--- src/shared/vrc_pkg.sv ---
// Purpose: constants shared by the video memory random-port controller
// Assumes: 40 MHz core clock, 32-bit classic Wishbone register access
// Notes:   times are kept in their own unit, cycle counts derive from them
package vrc_pkg;
  localparam int CLK_MHZ = 40;

  // cycle count helpers: least times round up, longest times round down
  function automatic int ns_min_cyc(input int ns);
    int c;
    c = (ns * CLK_MHZ + 999) / 1000;
    return (c < 1) ? 1 : c;
  endfunction : ns_min_cyc

  function automatic int ns_max_cyc(input int ns);
    int c;
    c = (ns * CLK_MHZ) / 1000;
    return (c < 1) ? 1 : c;
  endfunction : ns_max_cyc

  // register byte offsets
  localparam logic [7:0] ADR_CMD    = 8'h00;
  localparam logic [7:0] ADR_ADDR   = 8'h04;
  localparam logic [7:0] ADR_WDATA  = 8'h08;
  localparam logic [7:0] ADR_MASK   = 8'h0c;
  localparam logic [7:0] ADR_STATUS = 8'h10;
  localparam logic [7:0] ADR_RDATA  = 8'h14;

  // field positions
  localparam int CMD_OP_LSB   = 0;
  localparam int CMD_MASK_BIT = 3;
  localparam int CMD_KEEP_BIT = 4;
  localparam int CMD_BYTE_LSB = 5;
  localparam int ADDR_COL_LSB = 0;
  localparam int ADDR_ROW_LSB = 16;
  localparam int ST_BUSY_BIT  = 0;
  localparam int ST_PAGE_BIT  = 1;
  localparam int ST_PERS_BIT  = 2;
  localparam int ST_DROP_BIT  = 3;
  localparam int ST_REF_BIT   = 4;

  // reset values
  localparam logic [15:0] MASK_RST = 16'hffff;
  localparam logic [6:0]  CMD_RST  = 7'h60;

  // command codes
  localparam logic [2:0] OP_READ    = 3'h0;
  localparam logic [2:0] OP_EARLY   = 3'h1;
  localparam logic [2:0] OP_LATE    = 3'h2;
  localparam logic [2:0] OP_RMW     = 3'h3;
  localparam logic [2:0] OP_LOADMSK = 3'h4;
  localparam logic [2:0] OP_REFRESH = 3'h5;

  // pin timing
  localparam int T_RP_NS   = 60;
  localparam int T_RCD_NS  = 20;
  localparam int T_CPA_NS  = 45;
  localparam int T_RAS_NS  = 80;
  localparam int T_GHD_NS  = 15;
  localparam int T_CWL_NS  = 20;
  localparam int T_RASP_NS = 100000;
  localparam int T_REF_MS  = 8;
  localparam int REF_ROWS  = 512;
  localparam int RP_CYC    = ns_min_cyc(T_RP_NS);
  localparam int RCD_CYC   = ns_min_cyc(T_RCD_NS);
  localparam int CAC_CYC   = ns_min_cyc(T_CPA_NS);
  localparam int RAS_CYC   = ns_min_cyc(T_RAS_NS);
  localparam int GHD_CYC   = ns_min_cyc(T_GHD_NS);
  localparam int CWL_CYC   = ns_min_cyc(T_CWL_NS);
  localparam int RASP_CYC  = ns_max_cyc(T_RASP_NS);
  localparam int REF_ROW_CYC = (T_REF_MS * CLK_MHZ * 1000) / REF_ROWS;

  typedef enum logic [3:0] {
    S_IDLE, S_ROW, S_COL, S_GAP, S_WR, S_END, S_CLOSE, S_PRE, S_CBR_C, S_CBR_R
  } vrc_state_type;
endpackage : vrc_pkg

--- src/shared/vrc_ref_if.sv ---
// Purpose: refresh request path between timer and sequencer
// Assumes: both ends on i_core_clk
// Notes:   req is a level held until ack pulses
`timescale 1ns/1ps
interface vrc_ref_if;
  logic req;
  logic ack;
  modport timer (output req, input ack);
  modport ctrl  (input req, output ack);
endinterface : vrc_ref_if

--- src/core/vrc_refresh_timer.sv ---
// Purpose: paces one row refresh per row interval
// Assumes: sequencer answers a request well inside one interval
// Notes:   a new tick in the same cycle as the ack is not lost
`timescale 1ns/1ps
module vrc_refresh_timer
  import vrc_pkg::*;
(
  input wire logic   i_core_clk, // core clock
  input wire logic   i_rst,      // async reset, active high
  vrc_ref_if.timer   ref_port    // request to sequencer
);
  logic [15:0] tick;
  logic [15:0] next_tick;
  logic        pend;
  logic        next_pend;
  logic [7:0]  age;
  logic [7:0]  next_age;
  logic        tick_hit;

  // interval counter and sticky request, the tick beats the ack
  always_comb
  begin
    tick_hit  = (tick == 16'(REF_ROW_CYC - 1));
    next_tick = tick_hit ? 16'h0000 : tick + 16'h0001;
    next_pend = tick_hit | (pend & ~ref_port.ack);
    next_age  = (pend && age != 8'hff) ? age + 8'h01 : (pend ? age : 8'h00);
  end

  always_ff @(posedge i_core_clk or posedge i_rst)
  begin
    if (i_rst)
    begin
      tick <= 16'h0000;
      pend <= 1'b0;
      age  <= 8'h00;
    end
    else
    begin
      tick <= next_tick;
      pend <= next_pend;
      age  <= next_age;
    end
  end

  assign ref_port.req = pend;

  // pending refresh must be served quickly, far inside the row interval
  a_ref_served: assert property (@(posedge i_core_clk) disable iff (i_rst)
    age < 8'h40) else $error("refresh request waited too long");
endmodule : vrc_refresh_timer

--- src/core/vrc_ctrl.sv ---
// Purpose: host sequencer for a video memory random port, Wishbone register front
// Assumes: 40 MHz clock, device pins sampled synchronously, one command at a time
// Notes:   pages stay open only when the command asks; refresh closes them first
`timescale 1ns/1ps
module vrc_ctrl
  import vrc_pkg::*;
(
  input  wire logic        i_core_clk,                        // core clock
  input  wire logic        i_rst,                             // async reset, high
  input  wire logic        i_wb_cyc,                          // bus cycle
  input  wire logic        i_wb_stb,                          // bus strobe
  input  wire logic        i_wb_we,                           // bus write
  input  wire logic [7:0]  i_wb_adr,                          // byte address
  input  wire logic [31:0] i_wb_dat,                          // write data
  input  wire logic [3:0]  i_wb_sel,                          // byte lanes
  output logic      [31:0] o_wb_dat,                          // read data
  output logic             o_wb_ack,                          // bus answer
  output logic             o_row_strobe_n,                    // row strobe
  output logic             o_lower_byte_column_strobe_n,      // low column strobe
  output logic             o_upper_byte_column_strobe_n,      // high column strobe
  output logic             o_write_strobe_n,                  // write strobe
  output logic             o_output_enable_transfer_select_n, // output enable
  output logic             o_special_function_select,         // special function
  output logic      [8:0]  o_addr,                            // row/column address
  input  wire logic [15:0] i_random_data_io,                  // data pins in
  output logic      [15:0] o_random_data_io,                  // data pins out
  output logic             o_random_data_io_oe                // data pins drive
);
  vrc_ref_if ref_link ();

  vrc_refresh_timer u_timer (
    .i_core_clk (i_core_clk),
    .i_rst      (i_rst),
    .ref_port   (ref_link.timer)
  );

  function automatic logic is_write(input logic [2:0] op);
    return (op == OP_EARLY) || (op == OP_LATE) || (op == OP_RMW);
  endfunction : is_write

  function automatic logic [31:0] wb_merge(input logic [31:0] old, input logic [31:0] nw,
                                           input logic [3:0] sel);
    logic [31:0] r;
    r = old;
    for (int b = 0; b < 4; b++)
      if (sel[b]) r[b*8 +: 8] = nw[b*8 +: 8];
    return r;
  endfunction : wb_merge

  // bus side state
  logic        wb_ack, next_wb_ack;
  logic [31:0] wb_dat, next_wb_dat;
  logic [6:0]  cmd_reg, next_cmd_reg;
  logic [31:0] addr_reg, next_addr_reg;
  logic [15:0] wdata_reg, next_wdata_reg;
  logic [15:0] mask_reg, next_mask_reg;
  logic        cmd_pend, next_cmd_pend;
  logic        dropped, next_dropped;
  // sequencer state
  vrc_state_type st, next_st;
  logic [3:0]  cnt, next_cnt;
  logic [11:0] ras_age, next_ras_age;
  logic        page_open, next_page_open;
  logic        late_pg, next_late_pg;
  logic [8:0]  open_row, next_open_row;
  logic [1:0]  open_key, next_open_key;
  logic        persistent, next_persistent;
  logic        ras_n, next_ras_n;
  logic [1:0]  cas_n, next_cas_n;
  logic        we_n, next_we_n;
  logic        trg_n, next_trg_n;
  logic        special_function_select, next_dsf;
  logic [8:0]  addr, next_addr;
  logic [15:0] dq, next_dq;
  logic        dq_oe, next_dq_oe;
  logic [15:0] rdata, next_rdata;
  logic        ref_ack, next_ref_ack;
  logic [6:0]  cur_cmd, next_cur_cmd;
  logic [31:0] cur_addr, next_cur_addr;
  logic [15:0] cur_wdata, next_cur_wdata;
  logic        take, busy, wr_fire, page_hit;
  logic [2:0]  cmd_op, cur_op;
  logic [1:0]  cmd_key;

  assign cmd_op  = cmd_reg[CMD_OP_LSB +: 3];
  assign cur_op  = cur_cmd[CMD_OP_LSB +: 3];
  assign cmd_key = {cmd_reg[CMD_MASK_BIT] & is_write(cmd_op), cmd_op == OP_LOADMSK};
  assign busy    = cmd_pend | (st != S_IDLE);
  assign wr_fire = i_wb_cyc & i_wb_stb & i_wb_we & wb_ack;
  // reuse the open row when the row mode at row strobe matches
  assign page_hit = page_open && (addr_reg[ADDR_ROW_LSB +: 9] == open_row) &&
                    ((cmd_op == OP_READ) ? !late_pg :
                     ((cmd_key == open_key) && !(late_pg && cmd_op == OP_RMW)));

  // register slave: ack one cycle after request, writes land on the ack edge
  always_comb
  begin
    next_wb_ack    = i_wb_cyc & i_wb_stb & ~wb_ack;
    next_wb_dat    = wb_dat;
    next_cmd_reg   = cmd_reg;
    next_addr_reg  = addr_reg;
    next_wdata_reg = wdata_reg;
    next_mask_reg  = mask_reg;
    next_cmd_pend  = cmd_pend & ~take;
    next_dropped   = dropped;
    if (next_wb_ack && !i_wb_we)
    begin
      case (i_wb_adr)
        ADR_CMD:    next_wb_dat = {25'h0, cmd_reg};
        ADR_ADDR:   next_wb_dat = addr_reg;
        ADR_WDATA:  next_wb_dat = {16'h0, wdata_reg};
        ADR_MASK:   next_wb_dat = {16'h0, mask_reg};
        ADR_STATUS: next_wb_dat = {27'h0, ref_link.req, dropped, persistent, page_open, busy};
        ADR_RDATA:  next_wb_dat = {16'h0, rdata};
        default:    next_wb_dat = 32'h0000_0000;
      endcase
    end
    if (wr_fire)
    begin
      case (i_wb_adr)
        ADR_CMD:
        begin
          if (cmd_pend)
            next_dropped = 1'b1;
          else
          begin
            next_cmd_reg  = 7'(wb_merge({25'h0, cmd_reg}, i_wb_dat, i_wb_sel));
            next_cmd_pend = 1'b1;
          end
        end
        ADR_ADDR:   next_addr_reg  = wb_merge(addr_reg, i_wb_dat, i_wb_sel);
        ADR_WDATA:  next_wdata_reg = 16'(wb_merge({16'h0, wdata_reg}, i_wb_dat, i_wb_sel));
        // a one bit lets that data bit be written
        ADR_MASK:   next_mask_reg  = 16'(wb_merge({16'h0, mask_reg}, i_wb_dat, i_wb_sel));
        // write one to clear; a refusal in the same cycle wins over the clear
        ADR_STATUS: next_dropped   = (dropped & ~(i_wb_sel[0] & i_wb_dat[ST_DROP_BIT])) |
                                     (next_dropped & ~dropped);
        default:    next_dropped   = dropped;
      endcase
    end
  end

  always_ff @(posedge i_core_clk or posedge i_rst)
  begin
    if (i_rst)
    begin
      wb_ack    <= 1'b0;
      wb_dat    <= 32'h0000_0000;
      cmd_reg   <= CMD_RST;
      addr_reg  <= 32'h0000_0000;
      wdata_reg <= 16'h0000;
      mask_reg  <= MASK_RST;
      cmd_pend  <= 1'b0;
      dropped   <= 1'b0;
    end
    else
    begin
      wb_ack    <= next_wb_ack;
      wb_dat    <= next_wb_dat;
      cmd_reg   <= next_cmd_reg;
      addr_reg  <= next_addr_reg;
      wdata_reg <= next_wdata_reg;
      mask_reg  <= next_mask_reg;
      cmd_pend  <= next_cmd_pend;
      dropped   <= next_dropped;
    end
  end

  // pin sequencer: every pin change lands on a clock edge
  always_comb
  begin
    next_st = st;  next_cnt = (cnt != 4'h0) ? cnt - 4'h1 : cnt;
    next_ras_age = ras_n ? 12'h000 : ((ras_age == 12'hfff) ? ras_age : ras_age + 12'h001);
    next_page_open = page_open;  next_late_pg = late_pg;
    next_open_row = open_row;  next_open_key = open_key;  next_persistent = persistent;
    next_ras_n = ras_n;  next_cas_n = cas_n;  next_we_n = we_n;  next_trg_n = trg_n;
    next_dsf = special_function_select;  next_addr = addr;  next_dq = dq;  next_dq_oe = dq_oe;
    next_rdata = rdata;  next_ref_ack = 1'b0;  take = 1'b0;
    next_cur_cmd = cur_cmd;  next_cur_addr = cur_addr;  next_cur_wdata = cur_wdata;
    case (st)
      S_IDLE:
      begin
        // refresh first so a busy command stream cannot starve it
        if (ref_link.req || (cmd_pend && cmd_op == OP_REFRESH))
        begin
          if (page_open)
            next_st = S_CLOSE;
          else
          begin
            take = cmd_pend && (cmd_op == OP_REFRESH);
            next_cas_n = 2'b00;  next_we_n = 1'b1;  next_dsf = 1'b1;
            next_cnt = 4'h0;  next_st = S_CBR_C;
          end
        end
        else if (cmd_pend && (page_hit || !page_open))
        begin
          take = 1'b1;
          next_cur_cmd = cmd_reg;  next_cur_addr = addr_reg;  next_cur_wdata = wdata_reg;
          next_st = S_ROW;  next_cnt = 4'h0;
          if (!page_open)
          begin
            next_ras_n = 1'b0;  next_trg_n = 1'b1;
            next_addr  = addr_reg[ADDR_ROW_LSB +: 9];
            next_cnt   = 4'(RCD_CYC - 1);
            // write strobe low at row strobe selects a masked write
            next_we_n  = ~cmd_key[1];
            // special-function high at this row strobe only to load the mask
            next_dsf   = cmd_key[0];
            next_dq    = mask_reg;
            // in persistent mode the pins are left undriven at row strobe
            next_dq_oe = cmd_key[1] & ~persistent;
          end
        end
        else if (cmd_pend || (page_open && ras_age >= 12'(RASP_CYC)))
          next_st = S_CLOSE;
      end
      S_ROW:
        if (cnt == 4'h0)
        begin
          // special-function low at column strobe for a normal write
          next_dsf = 1'b0;
          // column address is don't care for a mask load, sent anyway
          next_addr = cur_addr[ADDR_COL_LSB +: 9];
          next_cas_n = (cur_op == OP_READ) ? 2'b00 : ~cur_cmd[CMD_BYTE_LSB +: 2];
          // early writes leave output enable high past the row hold
          next_trg_n = !((cur_op == OP_READ) || (cur_op == OP_RMW));
          // mask or data valid as both column and write strobes fall
          next_we_n  = !((cur_op == OP_EARLY) || (cur_op == OP_LOADMSK));
          next_dq    = (cur_op == OP_LOADMSK) ? mask_reg : cur_wdata;
          next_dq_oe = (cur_op == OP_EARLY) || (cur_op == OP_LOADMSK);
          next_cnt   = ((cur_op == OP_READ) || (cur_op == OP_RMW)) ? 4'(CAC_CYC - 1) :
                       (cur_op == OP_LATE) ? 4'h0 : 4'(CWL_CYC - 1);
          next_st = S_COL;
        end
      S_COL:
        if (cnt == 4'h0)
        begin
          next_rdata = i_random_data_io;
          if (cur_op == OP_LATE)
          begin
            // output enable stays high, so the device never drives here
            next_we_n = 1'b0;  next_dq_oe = 1'b1;  next_cnt = 4'(CWL_CYC - 1);
            next_st = S_WR;
          end
          else if (cur_op == OP_RMW)
          begin
            // outputs off first, data follows after the turn-off gap
            next_trg_n = 1'b1;  next_cnt = 4'(GHD_CYC - 1);  next_st = S_GAP;
          end
          else
          begin
            next_rdata = (cur_op == OP_READ) ? i_random_data_io : rdata;
            next_cas_n = 2'b11;  next_we_n = 1'b1;  next_trg_n = 1'b1;  next_dq_oe = 1'b0;
            next_st = S_END;
          end
        end
      S_GAP:
        if (cnt == 4'h0)
        begin
          next_we_n = 1'b0;  next_dq_oe = 1'b1;  next_cnt = 4'(CWL_CYC - 1);  next_st = S_WR;
        end
      S_WR:
        if (cnt == 4'h0)
        begin
          next_cas_n = 2'b11;  next_we_n = 1'b1;  next_dq_oe = 1'b0;  next_st = S_END;
        end
      S_END:
      begin
        // the device now reuses its stored mask
        if (cur_op == OP_LOADMSK)
          next_persistent = 1'b1;
        if (cur_cmd[CMD_KEEP_BIT])
        begin
          next_page_open = 1'b1;
          next_open_row  = cur_addr[ADDR_ROW_LSB +: 9];
          if (!page_open)
            next_open_key = {cur_cmd[CMD_MASK_BIT] & is_write(cur_op), cur_op == OP_LOADMSK};
          // a late write pins output enable high for the rest of the page
          next_late_pg = late_pg | (cur_op == OP_LATE);
          next_st = S_IDLE;
        end
        else
          next_st = S_CLOSE;
      end
      S_CLOSE:
        if (ras_age >= 12'(RAS_CYC))
        begin
          next_ras_n = 1'b1;  next_trg_n = 1'b1;  next_page_open = 1'b0;  next_late_pg = 1'b0;
          next_cnt = 4'(RP_CYC - 1);  next_st = S_PRE;
        end
      S_PRE:
        if (cnt == 4'h0)
          next_st = S_IDLE;
      S_CBR_C:
        if (cnt == 4'h0)
        begin
          next_ras_n = 1'b0;  next_cnt = 4'(RAS_CYC - 1);  next_st = S_CBR_R;
        end
      S_CBR_R:
        if (cnt == 4'h0)
        begin
          // one row refreshed, the timer request is answered
          next_ras_n = 1'b1;  next_cas_n = 2'b11;  next_dsf = 1'b0;
          next_ref_ack = ref_link.req;  next_cnt = 4'(RP_CYC - 1);  next_st = S_PRE;
        end
      default:
        next_st = S_IDLE;
    endcase
  end

  always_ff @(posedge i_core_clk or posedge i_rst)
  begin
    if (i_rst)
    begin
      st <= S_IDLE;  cnt <= 4'h0;  ras_age <= 12'h000;
      page_open <= 1'b0;  late_pg <= 1'b0;  open_row <= 9'h000;  open_key <= 2'h0;
      persistent <= 1'b0;
      ras_n <= 1'b1;  cas_n <= 2'b11;  we_n <= 1'b1;  trg_n <= 1'b1;  special_function_select <= 1'b0;
      addr <= 9'h000;  dq <= 16'h0000;  dq_oe <= 1'b0;  rdata <= 16'h0000;
      ref_ack <= 1'b0;  cur_cmd <= CMD_RST;  cur_addr <= 32'h0000_0000;  cur_wdata <= 16'h0000;
    end
    else
    begin
      st <= next_st;  cnt <= next_cnt;  ras_age <= next_ras_age;
      page_open <= next_page_open;  late_pg <= next_late_pg;
      open_row <= next_open_row;  open_key <= next_open_key;  persistent <= next_persistent;
      ras_n <= next_ras_n;  cas_n <= next_cas_n;  we_n <= next_we_n;  trg_n <= next_trg_n;
      special_function_select <= next_dsf;  addr <= next_addr;  dq <= next_dq;  dq_oe <= next_dq_oe;
      rdata <= next_rdata;  ref_ack <= next_ref_ack;
      cur_cmd <= next_cur_cmd;  cur_addr <= next_cur_addr;  cur_wdata <= next_cur_wdata;
    end
  end

  assign ref_link.ack = ref_ack;
  assign o_wb_ack = wb_ack;  assign o_wb_dat = wb_dat;
  assign o_row_strobe_n = ras_n;  assign o_write_strobe_n = we_n;
  assign o_lower_byte_column_strobe_n = cas_n[0];
  assign o_upper_byte_column_strobe_n = cas_n[1];
  assign o_output_enable_transfer_select_n = trg_n;  assign o_special_function_select = special_function_select;
  assign o_addr = addr;  assign o_random_data_io = dq;  assign o_random_data_io_oe = dq_oe;

  // checks on the pin sequencing
  a_oe_before_data: assert property (@(posedge i_core_clk) disable iff (i_rst)
    o_random_data_io_oe |-> o_output_enable_transfer_select_n) else $error("data driven with oe low");
  a_rmw_turn_gap: assert property (@(posedge i_core_clk) disable iff (i_rst)
    $rose(o_random_data_io_oe) && cur_op == OP_RMW |-> $past(o_output_enable_transfer_select_n, 1))
    else $error("rmw data driven without gap");
  a_dsf_col_low: assert property (@(posedge i_core_clk) disable iff (i_rst)
    $fell(o_lower_byte_column_strobe_n) && !o_row_strobe_n |-> !o_special_function_select)
    else $error("special function high at column strobe");
  a_late_page_trg: assert property (@(posedge i_core_clk) disable iff (i_rst)
    late_pg |-> o_output_enable_transfer_select_n) else $error("oe low in late-write page");
  a_masked_ras: assert property (@(posedge i_core_clk) disable iff (i_rst)
    $fell(o_row_strobe_n) && o_lower_byte_column_strobe_n && cur_cmd[CMD_MASK_BIT] &&
    is_write(cur_op) && !persistent
    |-> !o_write_strobe_n && o_random_data_io_oe && o_random_data_io == mask_reg)
    else $error("masked write without mask at row strobe");
  a_unmasked_ras: assert property (@(posedge i_core_clk) disable iff (i_rst)
    $fell(o_row_strobe_n) && o_lower_byte_column_strobe_n && !cur_cmd[CMD_MASK_BIT]
    |-> o_write_strobe_n) else $error("unmasked write with write strobe low");
  a_trg_ras_hold: assert property (@(posedge i_core_clk) disable iff (i_rst)
    $fell(o_row_strobe_n) |-> o_output_enable_transfer_select_n &&
    $past(o_output_enable_transfer_select_n)) else $error("oe low within row hold");
  a_page_row_held: assert property (@(posedge i_core_clk) disable iff (i_rst)
    st == S_IDLE && page_open |-> !o_row_strobe_n && o_lower_byte_column_strobe_n)
    else $error("open page lost its row strobe");
  a_ras_precharge: assert property (@(posedge i_core_clk) disable iff (i_rst)
    $rose(o_row_strobe_n) |-> o_row_strobe_n [*3]) else $error("row precharge too short");
endmodule : vrc_ctrl

--- config.mk ---
export PLATFORM = sky130hd
export DESIGN_NAME = vrc_ctrl
export DESIGN_NICKNAME = d
export VERILOG_FILES = /design/src/shared/vrc_pkg.sv /design/src/shared/vrc_ref_if.sv /design/src/core/vrc_refresh_timer.sv /design/src/core/vrc_ctrl.sv
export SDC_FILE = /design/constraint.sdc
export NUM_CORES = 1
export LEC_CHECK = 0
export BUFFER_PORTS_ARGS = -buffer_cell sky130_fd_sc_hd__buf_2
export CORE_MARGIN = 4
export CORE_UTILIZATION = 40
export DETAILED_ROUTE_END_ITERATION = 6
export HOLD_SLACK_MARGIN = 0.12
export PLACE_DENSITY = 0.67
export SLEW_MARGIN = 20
export SYNTH_ARGS = -nofsm -noshare
export SYNTH_HDL_FRONTEND = slang
export SYNTH_SLANG_ARGS = --single-unit
export TNS_END_PERCENT = 5
--- constraint.sdc ---
create_clock -name i_core_clk -period 8.7 [get_ports i_core_clk]
set_input_delay 0.435 -clock i_core_clk [delete_from_list [all_inputs] [get_ports i_core_clk]]
set_output_delay 0.435 -clock i_core_clk [all_outputs]
set_load 0.03 [all_outputs]
Word-level counts from Yosys, hierarchy flattened
Index checks and enable logic that the tools add are counted.
{"block": "classes", "addsub": 3, "n_mul": 0, "n_div": 0, "order_cmp": 2, "eq_ne": 51, "shifts": 0, "mux": 108, "bitwise_logic": 24, "n_reduce_logical": 65}
{"cell": "32-bit case mux with 6 select lines", "count": 1}
{"cell": "16-bit two-way mux", "count": 9}
{"cell": "4-bit two-way mux", "count": 24}
{"cell": "1-bit two-way mux", "count": 44}
{"cell": "4-bit case mux with 10 select lines", "count": 1}
{"cell": "3-bit AND reduction", "count": 13}
{"cell": "9-bit two-way mux", "count": 4}
{"cell": "2-bit inequality test (second input constant)", "count": 17}
{"cell": "16-bit case mux with 2 select lines", "count": 1}
{"cell": "4-bit case mux with 7 select lines", "count": 1}
{"cell": "9-bit AND reduction", "count": 3}
{"cell": "12-bit two-way mux", "count": 2}
{"cell": "4-bit nonzero test", "count": 5}
{"cell": "9-bit case mux with 2 select lines", "count": 1}
{"cell": "16-bit by 1-bit adder with 16-bit output (second input constant)", "count": 1}
{"cell": "16-bit by 10-bit equality test with 1-bit output (second input constant)", "count": 1}
{"cell": "4-bit by 3-bit equality test with 1-bit output (second input constant)", "count": 4}
{"cell": "8-bit by 4-bit equality test with 1-bit output (second input constant)", "count": 2}
{"cell": "8-bit by 5-bit equality test with 1-bit output (second input constant)", "count": 2}
{"cell": "2-bit two-way mux", "count": 8}
{"cell": "8-bit AND reduction", "count": 2}
{"cell": "12-bit by 1-bit adder with 12-bit output (second input constant)", "count": 1}
{"cell": "12-bit equality test (second input constant)", "count": 1}
{"cell": "3-bit by 2-bit equality test with 1-bit output (second input constant)", "count": 4}
{"cell": "37 further kinds", "count": 101}
{"block": "word_totals", "register_bits": 254, "latch_bits": 0, "ram_bits": 0, "mem_bits_ro": 0, "input_bits": 65, "output_inout_bits": 65, "word_cells": 289, "memories": 0}

Longest topological paths before layout
{"block": "logic_depth", "ltp_word": 18, "mapped_depth": 12, "mapped_depth_nobuf": 11}

Hierarchy
Synthesis repeated with hierarchy kept, for this count alone.
{"block": "hier_totals", "cells_unflattened": 993, "area_unflattened_um2": 11656.2}
{"mod": "vrc_ctrl", "instances": 1, "cells_each": 918, "area_each_um2": 10850.4, "seq_area_each_um2": 5786.8}
{"mod": "vrc_refresh_timer", "instances": 1, "cells_each": 75, "area_each_um2": 805.8, "seq_area_each_um2": 425.4}

Worst setup path after synthesis
No wires, ideal clock.
{"block": "synth_path", "path_kind": "reg-to-reg", "from": "register cnt[0]", "to": "register rdata[0]", "setup_ps": 125, "arrival_time_ps": 2261, "required_time_ps": 8575, "slack_ps": 6314, "path_stages_with_launch": 9, "path_buffers": 2, "synth_period_minus_slack_ps": 2386, "path_cell_list": "dfrtp_1 inv_1 ha_1 nor3b_2 inv_1 buf_2 nor4b_4 buf_4 mux2_2"}
{"block": "synth_between", "elab_chain_cells": 2}
{"item": "start: declaration", "line_no": "vrc_ctrl.sv:61", "text": "logic [3:0] cnt, next_cnt;"}
{"item": "start signal: assignment", "line_no": "vrc_ctrl.sv:324", "text": "st <= next_st; cnt <= next_cnt; ras_age <= next_ras_age;"}
{"item": "4-bit logical NOT", "line_no": "vrc_ctrl.sv:236", "text": "if (cnt == 4'h0)"}
{"item": "3-bit AND reduction (no line)"}
{"item": "end signal: assignment", "line_no": "vrc_ctrl.sv:329", "text": "rdata <= next_rdata; ref_ack <= next_ref_ack;"}
{"item": "end: declaration", "line_no": "vrc_ctrl.sv:76", "text": "logic [15:0] rdata, next_rdata;"}
No other way between the ends.
A chain may end at the register's enable or synchronous reset.

Worst setup path in the final report
{"block": "layout_path", "from": "register st[0]", "to": "register addr[0] (netlist: o_addr[0])"}
{"block": "layout_between", "elab_chain_cells": 3, "elab_cells_between_ends": 9, "classes_between": "5 x eq/ne; 1 x mux; 3 x reduce/logical"}
{"item": "start: declaration", "line_no": "vrc_ctrl.sv:60", "text": "vrc_state_type st, next_st;"}
{"item": "start signal: assignment", "line_no": "vrc_ctrl.sv:324"}
{"item": "4-bit by 1-bit equality test with 1-bit output / 4-bit logical NOT (equally long branches)", "line_no": "vrc_ctrl.sv:180", "text": "case (st)"}
{"item": "2-bit inequality test (no line) / 2-bit nonzero test (equally long branches)"}
{"item": "5-bit AND reduction (no line)"}
{"item": "end signal: assignment", "line_no": "vrc_ctrl.sv:328", "text": "special_function_select <= next_dsf; addr <= next_addr; dq <= next_dq; dq_oe <= next_dq_oe;"}
{"item": "end: declaration", "line_no": "vrc_ctrl.sv:73", "text": "logic [8:0] addr, next_addr;"}
Parallel ways exist; a longest one is shown, timed or not.

==> qor.yml <==
status: "complete, no violations"
die_h_um: 177
dr_total_vias: 8194
clockBufferDepth: 3
period_share_pct: 37.0
rsz0062_at_grt: "no"
leakagePower_nw: 6.39
final_nets: 1213
grt_pass1_vias: 8393
cts-root-buf: "clkbuf_16"
htree_levels: 1
crit_chain: "nand2b_1 > nor2_1 > o21ai_0 > o22ai_4 > buf_4 > nor2_1 > a31oi_1"
async_reset_ff_share_pct: 100
cts_resized: 0
yosysMostFrequentCell: "dfrtp_1"
clock-sinks: 247
postCtsSetupBuffers: 0
synth_area_per_cell_um2: 11.3
clk_pin_slew_ns: 0.06
fin_crit_ns: 3.22
portBuffers: 129
gp_congestion: 0.968
max_stage_delay_ns: 0.86
worst-path-buf-inv: 1
die_area_mm2: 0.0314
core-area_mm2: 0.0280
drive_gt1_share_pct: 31.3
globalRouteOverflowTotal: 0
insertion_delay_ns: 0.53
die_x_um: 177
grt_usage_pct: 18.2
wirelength_um: 28700
p_per_area_mw_per_mm2: 252
yosysWarnings: 0
setup_ws_ns: 5.48
synthesis.nets: 1085
critPathLaunchType: "register"
cts-buffers-inserted: 26
synthTopCellsByArea: "dfrtp_1 49%, mux2_2 9.8%, dfstp_2 5.7%"
crit_path_frequent_cell: "nor2_1"
timing.final.hold_violations: 0
syn_area_mm2: 0.0114
cp_max_fo: 26
critPathTopFamily: "compound AO/OA/AOI/OAI gates"
slew_headroom_pct: 45.0
cp-end-kind: "register"
maxSlewViolCount: 0
place_ws_ns: 5.47
antenna_found_initial: 1
synth_cell_types: 73
tritoncts: "done"
intPower_mw: 2.22
io_pins: 130
grt_max_degree: 105
tightest_slew_ns: 0.823
num_rows: 61
synthCells: 1013
dp_hpwl_um: 20200
timing.fmax_ghz: 0.311
fin_setup_tns_ns: 0
setup_viol: 0
route.detailed.drc: 0
synth_top_cells_by_count: "222 x dfrtp_1, 142 x nand2_1, 100 x mux2_2"
yosys.area.top_type: "dfrtp_1"
net-switching-power_mw: 1.15
synthFlopType: "dfrtp_1"
fillers: 2576
ys_seq_elements: 247
peakVddDrop_v: 0.000237
switching_share_pct: 34.2
drt-pass1-iter-count: 5
yosysSeqAreaShare_pct: 54.3
crit_type: "register to register"
clock_power_share_pct: 31.4
wl_per_cell_um: 18.6
drtAntennaViolNets: 0
max-cap-violations: 0
via_per_inst: 5.32
crit_required_ns: 9.14
start_util_pct: 40.9
combPwrFrac_pct: 26.1
final.setup_skew_ns: 0.0171
slowest_stage: "dfrtp_1"
arrival_ns: 3.66
seq_power_share_pct: 42.5
grt_pass1_wl_um: 46100
syn_to_final_growth_pct: 16.7
drt-initial-drc-count: 690
min_path_type: "input pin to register"
synth_top_area_share_pct: 48.5
antennaDiodeCount: 0
synth_edf_count: 0
area by class of cell:
type                    count  area [µm²]  share of cell area, %
clock buffers              41         767                   5.74
repair buffers            151         841                   6.30
well taps                 378         473                   3.54
flip-flops and latches    247        6210                   46.5
multi-input cells         694        4920                   36.9
inverters                  21        86.3                  0.646
clock inverters             7        52.6                  0.393
worst paths after layout:
path / start / to / slack, ns / cells after the start
max reg2reg: st[0] / o_addr[0] / 5.48 / 7
min in group asynchronous: i_rst / rdata[6] / 0.60 / 3
min reg2reg: o_wb_dat[29] / o_wb_dat[29] / 0.46 / 2
max: st[0] / o_addr[0] / 5.48 / 7
min: i_random_data_io[11] / rdata[11] / 0.14 / 2
max in group asynchronous: i_rst / o_wb_dat[28] / 6.83 / 4
what timing repair did:
action	in CTS	in global routing
hold buffers	8	1
hold endpoints to repair	93	1
setup endpoints to repair	0	0
cell usage in the layout (no fill, tap or decap), types with 12 or more instances in the layout:
master     netlist  routed
dfstp_2         25      25
a21oi_1         38      38
buf_2           16     129
nand3_1         40      40
nor2_1          78      78
and3_1          12      12
clkbuf_16        0      26
xnor2_1         22      22
mux2_2         100     100
mux2_4          34      34
mux2i_1         16      16
nor2b_1         14      14
inv_1           20      19
xor2_1          13      13
a22o_1          13      13
dfrtp_1        222     222
o21ai_0         35      35
nand2_1        142     142
a31oi_1         16      16
per-stage QoR:
stage	cell area, µm²	utilization, %	hold WS [ns]	std cells	total power [mW]
2_1_floorplan	11400	-	0.433	1013	2.05
3_3_place_gp	12400	44.4	0.445	1481	2.31
3_5_place_dp	12400	44.4	0.447	1481	2.33
4_1_cts	13300	47.6	0.120	1537	3.40
5_1_grt	13400	47.7	0.123	1539	3.55
6_report	13400	47.7	0.138	1539	3.37
power groups by stage:
stage / combinational (mW) / clock (mW) / sequential [mW]
after global placement: 0.860 / 0 / 1.45
final: 0.880 / 1.06 / 1.43
after detailed placement: 0.873 / 0 / 1.45
after CTS: 0.882 / 1.08 / 1.43
after floorplan: 0.523 / 0 / 1.53
after global routing: 0.968 / 1.13 / 1.45
layer usage:
metal,vias to the layer above,track usage (%),wire length [µm]
met5,-,0,8
met4,2,4.96,656
met3,44,3.35,1550
met2,228,30.4,14000
met1,4081,24.6,12500
li1,3839,-,-
kinds of logic (layout without fill, tap and decap cells):
kind of cell | after synthesis | count (layout) | synth area share, %
AO/OA/AOI/OAI | 157 | 157 | 9.38
flip-flops | 247 | 247 | 54.3
adder cells (fa/ha/maj) | 7 | 7 | 0.765
XOR/XNOR | 35 | 35 | 2.68
AND/OR/NAND/NOR | 345 | 345 | 14.3
multiplexers | 150 | 150 | 15.7
buffers and inverters | 72 | 220 | 2.86
No activity file was read; power rests on OpenSTA's default activity.
